[config.mk]
export PLATFORM = sky130hd
export DESIGN_NAME = deip_port
export DESIGN_NICKNAME = d
export VERILOG_FILES = /design/src/rtl/deip_pkg.sv /design/src/rtl/deip_cyc_if.sv /design/src/rtl/deip_cycle.sv /design/src/rtl/deip_port.sv
export SDC_FILE = /design/constraint.sdc
export NUM_CORES = 1
export LEC_CHECK = 0
export CORE_MARGIN = 3
export CORE_UTILIZATION = 60
export CTS_BUF_LIST = sky130_fd_sc_hd__clkbuf_8 sky130_fd_sc_hd__clkbuf_16
export DETAILED_ROUTE_END_ITERATION = 10
export DONT_BUFFER_PORTS = 1
export PLACE_DENSITY = 0.79
export RECOVER_POWER = 25
export SLEW_MARGIN = 5
export SYNTH_ARGS = -nofsm -noshare
export SYNTH_HDL_FRONTEND = slang
export SYNTH_SLANG_ARGS = --single-unit
[constraint.sdc]
create_clock -name clk_i -period 4.3 [get_ports clk_i]
set_clock_uncertainty 0.05 [all_clocks]
set_input_delay 0.43 -clock clk_i [delete_from_list [all_inputs] [get_ports clk_i]]
set_output_delay 0.43 -clock clk_i [all_outputs]
set_load 0.1 [all_outputs]
[src/rtl/deip_pkg.sv]
// Shared constants and state types of the external DMA I/O port
`default_nettype none

package deip_pkg;

  // ==========================================================
  // Bus shape
  localparam int unsigned NCH       = 2;
  localparam int unsigned ADDR_W    = 12;
  localparam int unsigned DATA_W    = 8;
  localparam int unsigned CNT_W_DEF = 16;

  // ==========================================================
  // Timing
  localparam int unsigned CLK_MHZ        = 25;
  localparam int unsigned STROBE_MIN_NS  = 120;
  localparam int unsigned STROBE_MIN_CYC = (STROBE_MIN_NS * CLK_MHZ + 999) / 1000;

  // ==========================================================
  // Reset values
  localparam logic [ADDR_W-1:0] ADDR_RST = 12'h000;
  localparam logic [DATA_W-1:0] DATA_RST = 8'h00;

  // ==========================================================
  // State machines
  typedef enum logic [1:0] {
    DEIP_SQ_IDLE   = 2'b00,
    DEIP_SQ_SETUP  = 2'b01,
    DEIP_SQ_STROBE = 2'b10,
    DEIP_SQ_HOLD   = 2'b11
  } deip_seq_st_t;

  typedef enum logic [0:0] {
    DEIP_ST_IDLE = 1'b0,
    DEIP_ST_BUSY = 1'b1
  } deip_ctl_st_t;

endpackage

`default_nettype wire

[src/rtl/deip_cyc_if.sv]
// Command link between the channel controller and the bus cycle sequencer
`default_nettype none

interface deip_cyc_if;
  import deip_pkg::*;
  logic              start;
  logic              write;
  logic              sel;
  logic [ADDR_W-1:0] addr;
  logic [DATA_W-1:0] wdata;
  logic              done;
  logic [DATA_W-1:0] rdata;

  modport ctrl (output start, output write, output sel, output addr, output wdata,
                input done, input rdata);
  modport seq  (input start, input write, input sel, input addr, input wdata,
                output done, output rdata);
endinterface

`default_nettype wire

[src/rtl/deip_cycle.sv]
// Bus cycle sequencer: address setup, strobe, ready stretch, hold
`default_nettype none

module deip_cycle
  import deip_pkg::*;
#(
  parameter int unsigned STROBE_MIN = deip_pkg::STROBE_MIN_CYC
) (
  // Clock and reset
  input  wire logic                      clk_i,
  input  wire logic                      rst_i,
  // Command link
  deip_cyc_if.seq                        cyc,
  // Raw pins in
  input  wire logic                      ready_i,
  input  wire logic [deip_pkg::DATA_W-1:0] data_i,
  // Pins out
  output logic [deip_pkg::NCH-1:0]       cs_o,
  output logic [deip_pkg::ADDR_W-1:0]    addr_o,
  output logic                           rd_o,
  output logic                           wr_o,
  output logic [deip_pkg::DATA_W-1:0]    data_o,
  output logic                           data_oe_o
);

  // ==========================================================
  // Pin synchronisers
  logic              rdy_meta_q, rdy_sync_q;
  logic [DATA_W-1:0] dd_meta_q, dd_sync_q;

  always_ff @(posedge clk_i) begin
    if (rst_i) begin
      rdy_meta_q <= 1'b1;
      rdy_sync_q <= 1'b1;
      dd_meta_q  <= DATA_RST;
      dd_sync_q  <= DATA_RST;
    end else begin
      rdy_meta_q <= ready_i;
      rdy_sync_q <= rdy_meta_q;
      dd_meta_q  <= data_i;
      dd_sync_q  <= dd_meta_q;
    end
  end

  // ==========================================================
  // Cycle sequencer
  localparam logic [3:0] LAST_CNT = 4'(STROBE_MIN - 1);

  deip_seq_st_t      st_q, st_d;
  logic [3:0]        cnt_q, cnt_d;
  logic [NCH-1:0]    cs_q, cs_d;
  logic [ADDR_W-1:0] addr_q, addr_d;
  logic              rd_q, rd_d, wr_q, wr_d, wsel_q, wsel_d, oe_q, oe_d;
  logic [DATA_W-1:0] wdat_q, wdat_d, rdat_q, rdat_d;
  logic              done_q, done_d;

  always_comb begin
    st_d   = st_q;
    cnt_d  = cnt_q;
    cs_d   = cs_q;
    addr_d = addr_q;
    rd_d   = rd_q;
    wr_d   = wr_q;
    wsel_d = wsel_q;
    oe_d   = oe_q;
    wdat_d = wdat_q;
    rdat_d = rdat_q;
    done_d = 1'b0;
    case (st_q)
      DEIP_SQ_IDLE: begin
        cs_d = '0;
        oe_d = 1'b0;
        if (cyc.start) begin
          addr_d = cyc.addr;
          cs_d   = cyc.sel ? 2'b10 : 2'b01;
          wsel_d = cyc.write;
          wdat_d = cyc.wdata;
          oe_d   = cyc.write;
          st_d   = DEIP_SQ_SETUP;
        end
      end
      DEIP_SQ_SETUP: begin
        rd_d  = ~wsel_q;
        wr_d  = wsel_q;
        cnt_d = 4'h0;
        st_d  = DEIP_SQ_STROBE;
      end
      DEIP_SQ_STROBE: begin
        // Ready is only trusted after the minimum width, since it arrives two clocks late
        if (cnt_q != LAST_CNT) begin
          cnt_d = cnt_q + 4'h1;
        end else if (rdy_sync_q) begin
          rd_d = 1'b0;
          wr_d = 1'b0;
          if (!wsel_q) begin
            rdat_d = dd_sync_q;
          end
          st_d = DEIP_SQ_HOLD;
        end
      end
      DEIP_SQ_HOLD: begin
        done_d = 1'b1;
        st_d   = DEIP_SQ_IDLE;
      end
      default: begin
        st_d = DEIP_SQ_IDLE;
      end
    endcase
  end

  always_ff @(posedge clk_i) begin
    if (rst_i) begin
      st_q   <= DEIP_SQ_IDLE;
      cnt_q  <= 4'h0;
      cs_q   <= '0;
      addr_q <= ADDR_RST;
      rd_q   <= 1'b0;
      wr_q   <= 1'b0;
      wsel_q <= 1'b0;
      oe_q   <= 1'b0;
      wdat_q <= DATA_RST;
      rdat_q <= DATA_RST;
      done_q <= 1'b0;
    end else begin
      st_q   <= st_d;
      cnt_q  <= cnt_d;
      cs_q   <= cs_d;
      addr_q <= addr_d;
      rd_q   <= rd_d;
      wr_q   <= wr_d;
      wsel_q <= wsel_d;
      oe_q   <= oe_d;
      wdat_q <= wdat_d;
      rdat_q <= rdat_d;
      done_q <= done_d;
    end
  end

  assign cs_o      = cs_q;
  assign addr_o    = addr_q;
  assign rd_o      = rd_q;
  assign wr_o      = wr_q;
  assign data_o    = wdat_q;
  assign data_oe_o = oe_q;
  assign cyc.done  = done_q;
  assign cyc.rdata = rdat_q;

endmodule

`default_nettype wire

[src/rtl/deip_port.sv]
// External I/O side of the two-channel DMA unit
`default_nettype none

module deip_port
  import deip_pkg::*;
#(
  parameter int unsigned CNT_W      = deip_pkg::CNT_W_DEF,
  parameter int unsigned STROBE_MIN = deip_pkg::STROBE_MIN_CYC
) (
  // Clock and reset
  input  wire logic                                          clk_i,
  input  wire logic                                          rst_i,
  // Channel setup from the controller core
  input  wire logic [deip_pkg::NCH-1:0]                      chan_start_i,
  input  wire logic [deip_pkg::NCH-1:0]                      chan_write_i,
  input  wire logic [deip_pkg::NCH-1:0]                      chan_cs_i,
  input  wire logic [deip_pkg::NCH-1:0][deip_pkg::ADDR_W-1:0] chan_addr_i,
  input  wire logic [deip_pkg::NCH-1:0][CNT_W-1:0]           chan_count_i,
  output logic [deip_pkg::NCH-1:0]                           chan_busy_o,
  // Memory-side byte streams
  input  wire logic [deip_pkg::NCH-1:0][deip_pkg::DATA_W-1:0] tx_byte_i,
  input  wire logic [deip_pkg::NCH-1:0]                      tx_valid_i,
  output logic [deip_pkg::NCH-1:0]                           tx_ready_o,
  output logic [deip_pkg::DATA_W-1:0]                        rx_byte_o,
  output logic                                               rx_valid_o,
  output logic                                               rx_chan_o,
  // Programming access to the I/O devices
  input  wire logic                                          prog_req_i,
  input  wire logic                                          prog_write_i,
  input  wire logic                                          prog_sel_i,
  input  wire logic [deip_pkg::ADDR_W-1:0]                   prog_addr_i,
  input  wire logic [deip_pkg::DATA_W-1:0]                   prog_wdata_i,
  output logic                                               prog_done_o,
  output logic [deip_pkg::DATA_W-1:0]                        prog_rdata_o,
  // Handshake pins
  input  wire logic                                          transfer_request_ch0_i,
  input  wire logic                                          transfer_request_ch1_i,
  output logic                                               transfer_grant_ch0_o,
  output logic                                               transfer_grant_ch1_o,
  output logic                                               terminal_count_ch0_o,
  output logic                                               terminal_count_ch1_o,
  input  wire logic                                          peripheral_ready_extend_i,
  // Bus pins
  output logic                                               chip_select_first_o,
  output logic                                               chip_select_second_o,
  output logic [0:deip_pkg::ADDR_W-1]                        peripheral_address_lines_o,
  output logic                                               io_read_strobe_o,
  output logic                                               io_write_strobe_o,
  input  wire logic [0:deip_pkg::DATA_W-1]                   peripheral_byte_lines_i,
  output logic [0:deip_pkg::DATA_W-1]                        peripheral_byte_lines_o,
  output logic                                               peripheral_byte_lines_oe_o
);

  // ==========================================================
  // Request synchronisers and eligibility
  logic [NCH-1:0] req_raw;
  logic [NCH-1:0] req_meta_q, req_sync_q;
  logic [NCH-1:0] elig;
  logic [NCH-1:0] act_q, act_d, wr_q, wr_d, csel_q, csel_d;
  logic [NCH-1:0][ADDR_W-1:0] addr_q, addr_d;
  logic [NCH-1:0][CNT_W-1:0]  cnt_q, cnt_d;

  assign req_raw = {transfer_request_ch1_i, transfer_request_ch0_i};

  for (genvar ch = 0; ch < NCH; ch++) begin : g_chan
    always_ff @(posedge clk_i) begin
      if (rst_i) begin
        req_meta_q[ch] <= 1'b0;
        req_sync_q[ch] <= 1'b0;
      end else begin
        req_meta_q[ch] <= req_raw[ch];
        req_sync_q[ch] <= req_meta_q[ch];
      end
    end
    // A write channel waits for its memory byte before it may bid
    assign elig[ch] = act_q[ch] & req_sync_q[ch] & (~wr_q[ch] | tx_valid_i[ch]);
  end

  // ==========================================================
  // Cycle sequencer
  deip_cyc_if cyc ();

  logic [NCH-1:0]    cs_pins;
  logic [ADDR_W-1:0] addr_pins;
  logic [DATA_W-1:0] dd_out;

  deip_cycle #(
    .STROBE_MIN (STROBE_MIN)
  ) u_cycle (
    .clk_i     (clk_i),
    .rst_i     (rst_i),
    .cyc       (cyc.seq),
    .ready_i   (peripheral_ready_extend_i),
    .data_i    (peripheral_byte_lines_i),
    .cs_o      (cs_pins),
    .addr_o    (addr_pins),
    .rd_o      (io_read_strobe_o),
    .wr_o      (io_write_strobe_o),
    .data_o    (dd_out),
    .data_oe_o (peripheral_byte_lines_oe_o)
  );

  // ==========================================================
  // Channel controller
  deip_ctl_st_t      st_q, st_d;
  logic              own_q, own_d, prog_q, prog_d;
  logic              start_q, start_d, iwr_q, iwr_d, isel_q, isel_d;
  logic [ADDR_W-1:0] iaddr_q, iaddr_d;
  logic [DATA_W-1:0] idat_q, idat_d;
  logic [NCH-1:0]    grant_q, grant_d, tc_q, tc_d, txr_q, txr_d;
  logic              rxv_q, rxv_d, rxch_q, rxch_d, pdone_q, pdone_d;

  always_comb begin
    st_d    = st_q;
    own_d   = own_q;
    prog_d  = prog_q;
    start_d = 1'b0;
    iwr_d   = iwr_q;
    isel_d  = isel_q;
    iaddr_d = iaddr_q;
    idat_d  = idat_q;
    grant_d = grant_q;
    tc_d    = '0;
    txr_d   = '0;
    rxv_d   = 1'b0;
    rxch_d  = rxch_q;
    pdone_d = 1'b0;
    act_d   = act_q;
    wr_d    = wr_q;
    csel_d  = csel_q;
    addr_d  = addr_q;
    cnt_d   = cnt_q;
    case (st_q)
      DEIP_ST_IDLE: begin
        // Fixed priority: channel 0, channel 1, then programming
        if (elig[0] || elig[1]) begin
          own_d          = elig[0] ? 1'b0 : 1'b1;
          prog_d         = 1'b0;
          start_d        = 1'b1;
          iwr_d          = wr_q[own_d];
          isel_d         = csel_q[own_d];
          iaddr_d        = addr_q[own_d];
          idat_d         = tx_byte_i[own_d];
          txr_d[own_d]   = wr_q[own_d];
          grant_d[own_d] = 1'b1;
          st_d           = DEIP_ST_BUSY;
        end else if (prog_req_i) begin
          prog_d  = 1'b1;
          start_d = 1'b1;
          iwr_d   = prog_write_i;
          isel_d  = prog_sel_i;
          iaddr_d = prog_addr_i;
          idat_d  = prog_wdata_i;
          st_d    = DEIP_ST_BUSY;
        end
      end
      DEIP_ST_BUSY: begin
        if (cyc.done) begin
          grant_d = '0;
          st_d    = DEIP_ST_IDLE;
          if (prog_q) begin
            pdone_d = 1'b1;
          end else begin
            rxv_d        = ~wr_q[own_q];
            rxch_d       = own_q;
            cnt_d[own_q] = cnt_q[own_q] - CNT_W'(1);
            if (cnt_q[own_q] == CNT_W'(1)) begin
              tc_d[own_q]  = 1'b1;
              act_d[own_q] = 1'b0;
            end
          end
        end
      end
      default: begin
        st_d = DEIP_ST_IDLE;
      end
    endcase
    // A fresh setup overrides whatever the finished cycle did to that channel
    for (int ch = 0; ch < NCH; ch++) begin
      if (chan_start_i[ch]) begin
        act_d[ch]  = |chan_count_i[ch];
        cnt_d[ch]  = chan_count_i[ch];
        wr_d[ch]   = chan_write_i[ch];
        csel_d[ch] = chan_cs_i[ch];
        addr_d[ch] = chan_addr_i[ch];
      end
    end
  end

  always_ff @(posedge clk_i) begin
    if (rst_i) begin
      st_q    <= DEIP_ST_IDLE;
      own_q   <= 1'b0;
      prog_q  <= 1'b0;
      start_q <= 1'b0;
      iwr_q   <= 1'b0;
      isel_q  <= 1'b0;
      iaddr_q <= ADDR_RST;
      idat_q  <= DATA_RST;
      grant_q <= '0;
      tc_q    <= '0;
      txr_q   <= '0;
      rxv_q   <= 1'b0;
      rxch_q  <= 1'b0;
      pdone_q <= 1'b0;
      act_q   <= '0;
      wr_q    <= '0;
      csel_q  <= '0;
      addr_q  <= '0;
      cnt_q   <= '0;
    end else begin
      st_q    <= st_d;
      own_q   <= own_d;
      prog_q  <= prog_d;
      start_q <= start_d;
      iwr_q   <= iwr_d;
      isel_q  <= isel_d;
      iaddr_q <= iaddr_d;
      idat_q  <= idat_d;
      grant_q <= grant_d;
      tc_q    <= tc_d;
      txr_q   <= txr_d;
      rxv_q   <= rxv_d;
      rxch_q  <= rxch_d;
      pdone_q <= pdone_d;
      act_q   <= act_d;
      wr_q    <= wr_d;
      csel_q  <= csel_d;
      addr_q  <= addr_d;
      cnt_q   <= cnt_d;
    end
  end

  assign cyc.start = start_q;
  assign cyc.write = iwr_q;
  assign cyc.sel   = isel_q;
  assign cyc.addr  = iaddr_q;
  assign cyc.wdata = idat_q;

  // ==========================================================
  // Outputs
  assign chan_busy_o          = act_q;
  assign tx_ready_o           = txr_q;
  assign rx_byte_o            = cyc.rdata;
  assign rx_valid_o           = rxv_q;
  assign rx_chan_o            = rxch_q;
  assign prog_done_o          = pdone_q;
  assign prog_rdata_o         = cyc.rdata;
  assign transfer_grant_ch0_o = grant_q[0];
  assign transfer_grant_ch1_o = grant_q[1];
  assign terminal_count_ch0_o = tc_q[0];
  assign terminal_count_ch1_o = tc_q[1];
  assign chip_select_first_o  = cs_pins[0];
  assign chip_select_second_o = cs_pins[1];
  // Descending to ascending ranges: internal msb lands on line 0
  assign peripheral_address_lines_o = addr_pins;
  assign peripheral_byte_lines_o    = dd_out;

endmodule

`default_nettype wire

==> results_dict.tcl <==
set metrics [dict create \
    status "finished, final reports clean" \
    power_density_mw_per_mm2 496 \
    syn-num-nets 905 \
    path_clk_slew_ns 0.06 \
    finalHoldViolations 0 \
    root_buffer "clkbuf_16" \
    cts_sinks 160 \
    regToRegStartpoint "own_q" \
    synth-compound-area-share_pct 13.0 \
    drv_slew 0 \
    hold_path_end "u_cycle.cyc.rdata[0]" \
    intPower_mw 2.71 \
    final.setup.tns_ns 0 \
    worst_pin_slew_ns 1.03 \
    max_freq_mhz 280 \
    endpoint_kind "flop" \
    synth_top_family_by_area "simple AND/OR/NAND/NOR gates" \
    clockPowerShare_pct 42.1 \
    syn2layout_area_growth_pct 8.56 \
    post-cts-setup-buffer-count 0 \
    cts_made_buffers 17 \
    nets 870 \
    synth_seq_cells 160 \
    synth_area_sq_mm 0.00690 \
    min_period_ns 3.57 \
    grtUsageTotal_pct 26.2 \
    pwr-share-seq_pct 46.9 \
    p_comb_share_pct 11.0 \
    cts_tree "done" \
    h-tree-depth 4 \
    crit_path_max_incr_delay_ns 0.88 \
    regToRegSetupSlack_ns 0.73 \
    worstPathRequired_ns 4.53 \
    rsz0062_at_grt "no" \
    reg2regPathDepth 7 \
    peakVddDrop_v 0.000621 \
    grt_pass1_wl_um 26900 \
    fin_util_pct 67.9 \
    cp_slowest_cell "a222oi_1" \
    hold_depth 1 \
    crit_buf_inv 0 \
    drv_cap 0 \
    drt_iter0_drc 491 \
    ys_warn_count 0 \
    critical_path_arrival_ns 3.80 \
    grt_pass1_vias 5412 \
    dp_hpwl_um 11400 \
    synth_ff_type "dfxtp_1" \
    synthAdderAreaFrac_pct 1.63 \
    die_y_um 113 \
    setup_viol 0 \
    holdBufCountCts 0 \
    synthXorXnorAreaFrac_pct 3.68 \
    dieArea_sq_mm 0.0128 \
    clockBufferDepth 2 \
    port_buffers 0 \
    postSynthCellCount 780 \
    avgViaCountPerCell 6.07 \
    path_max_fanout 18 \
    critPathTopFamily "compound AO/OA/AOI/OAI gates" \
    grt_max_degree 158 \
    synth_edf_count 0 \
    wl_um 16500 \
    sw_frac_of_total_pct 27.2 \
    power.switching_mw 1.01 \
    synth_cell_type_count 55 \
    min_from "rst_i" \
    die_w_um 113 \
    gr-total-overflow 0 \
    gp_congestion 0.950 \
    synth.area.mux_share_pct 9.72 \
    synth-simple-area-share_pct 20.9 \
    rr_endpoint "cnt_q[14]" \
    cts-resized-gates 0 \
    crit_path_start_kind "flop" \
    remaining_drc_errors 0 \
    slew_headroom_pct 31.2 \
    core_area_sq_mm 0.0110 \
    hold_class "in -> reg" \
    initial_core_util_pct 62.5 \
    p_leak_nw 2.99 \
    synth_area_per_cell_sq_um 8.84 \
    rows 38 \
    wl_per_cell_um 18.3 \
    finalPower_mw 3.72 \
    drive_above_1_share_pct 6.33 \
    worstPathCellList "mux2i_1, ha_1, or4bb_1, a222oi_1, o211ai_1, xnor2_1, a31oi_1" \
    seq_area_frac_synth_pct 46.4 \
    vias 5457 \
    crit_type "reg -> reg" \
    insertion_delay_ns 0.42 \
    async_flop_share_pct 0 \
    drtPass1Iterations 5 \
    drtAntennaViolNets 0 \
    antenna_found_initial 1 \
    period_share_pct 83.1 \
    ioPinCount 168 \
]
==> layout make-up <==
type | instances | area, sq um
Clock inverter | 12 | 156
Multi-Input combinational cell | 545 | 3370
Antenna cell | 1 | 2.50
Clock buffer | 20 | 467
Sequential cell | 160 | 3210
Fill cell | 918 | 3540
Timing Repair Buffer | 6 | 45.0
Tap cell | 140 | 175
Inverter | 15 | 56.3
==> per-stage QoR <==
step | setup slack, ns | hold slack [ns] | cell area (sq um) | std cells
2_1_floorplan | 0.922 | 0.339 | 6900 | 780
4_1_cts | 0.786 | 0.00725 | 7480 | 898
3_5_place_dp | 0.821 | 0.358 | 6860 | 866
6_report | 0.728 | 0.0210 | 7490 | 899
5_1_grt | 0.515 | 0.000170 | 7490 | 899
3_3_place_gp | 1.01 | 0.345 | 6860 | 866
==> state kept, by name (all words and copies together), names as in the netlist, 4 cells and up <==
signal	flops
cnt_q	32
addr_q	24
cyc.addr	12
u_cycle.addr_o	12
cyc.wdata	8
u_cycle.cyc.rdata	8
u_cycle.data_o	8
u_cycle.dd_meta_q	8
u_cycle.dd_sync_q	8
u_cycle.cnt_q	4
==> synth_stat cells, drive strengths merged, types with 3 or more instances <==
cell / count / share of area [%]
nor4: 21 / 1.9
mux2i: 67 / 9.7
dfxtp: 160 / 46
and3: 3 / 0.27
ha: 9 / 1.6
xnor2: 22 / 2.8
nor2b: 23 / 2.1
a21oi: 59 / 4.3
nor3b: 6 / 0.65
nand2b: 6 / 0.54
nand2: 84 / 4.6
buf: 18 / 1.6
o21ai: 6 / 0.44
a211oi: 24 / 2.6
a31oi: 4 / 0.36
inv: 13 / 0.71
o41ai: 3 / 0.38
nor3: 14 / 1.0
o211ai: 4 / 0.44
nor4b: 5 / 0.63
nor2: 112 / 6.1
nand3: 8 / 0.58
a211o: 22 / 2.8
or3: 6 / 0.54
clkbuf: 42 / 2.3
xor2: 7 / 0.89
==> power by group through the flow <==
stage | clock network (mW) | registers, mW | logic (mW)
after floorplan | 0 | 1.76 | 0.351
after global placement | 0 | 1.77 | 0.385
after detailed placement | 0 | 1.77 | 0.403
after CTS | 1.58 | 1.74 | 0.411
after global routing | 1.65 | 1.75 | 0.461
final | 1.57 | 1.74 | 0.409
==> cells by family after synthesis <==
family,after synthesis
AND/OR/NAND/NOR,304
flip-flops,160
AO/OA/AOI/OAI,136
buffers and inverters,75
multiplexers,67
XOR/XNOR,29
adder cells (fa/ha/maj),9
==> worst max-delay path by stage <==
stage | start | endpoint | slack (ns) | depth (start not counted)
after floorplan | own_q | cnt_q[30] | 0.92 | 10
after global placement | own_q | cnt_q[30] | 1.01 | 7
after detailed placement | own_q | cnt_q[30] | 0.82 | 7
after CTS | own_q | cnt_q[30] | 0.79 | 7
after global routing | own_q | cnt_q[30] | 0.52 | 7
final | own_q | cnt_q[14] | 0.73 | 7
==> layout by cell type (no fill, tap or decap), types with 3 or more instances in the layout <==
| master | instances |
|---|---|
| a211o_1 | 22 |
| a211oi_1 | 24 |
| a21oi_1 | 59 |
| a31oi_1 | 4 |
| and3_1 | 3 |
| buf_4 | 6 |
| bufinv_16 | 3 |
| clkbuf_16 | 17 |
| clkbuf_8 | 3 |
| dfxtp_1 | 152 |
| dfxtp_2 | 8 |
| ha_1 | 9 |
| inv_1 | 14 |
| mux2i_1 | 67 |
| nand2_1 | 84 |
| nand2b_1 | 6 |
| nand3_1 | 8 |
| nor2_1 | 112 |
| nor2b_1 | 23 |
| nor3_1 | 14 |
| nor3b_1 | 6 |
| nor4_1 | 21 |
| nor4b_1 | 5 |
| o211ai_1 | 4 |
| o21ai_0 | 5 |
| o41ai_1 | 3 |
| or3_1 | 6 |
| xnor2_1 | 22 |
| xor2_1 | 7 |
==> metal layers <==
layer | wire, um | GRT usage [%]
met3 | 1390 | 9.68
met4 | 648 | 14.0
met2 | 7860 | 41.8
met5 | 0 | 0
met1 | 6590 | 30.8
==> worst register-to-register path: stages, from the launching register on <==
cell,delay [ns]
dfxtp_1,0.68
mux2i_1,0.34
ha_1,0.32
or4bb_1,0.51
a222oi_1,0.88
o211ai_1,0.25
xnor2_1,0.29
a31oi_1,0.11
(Power assumes the default switching activity.)
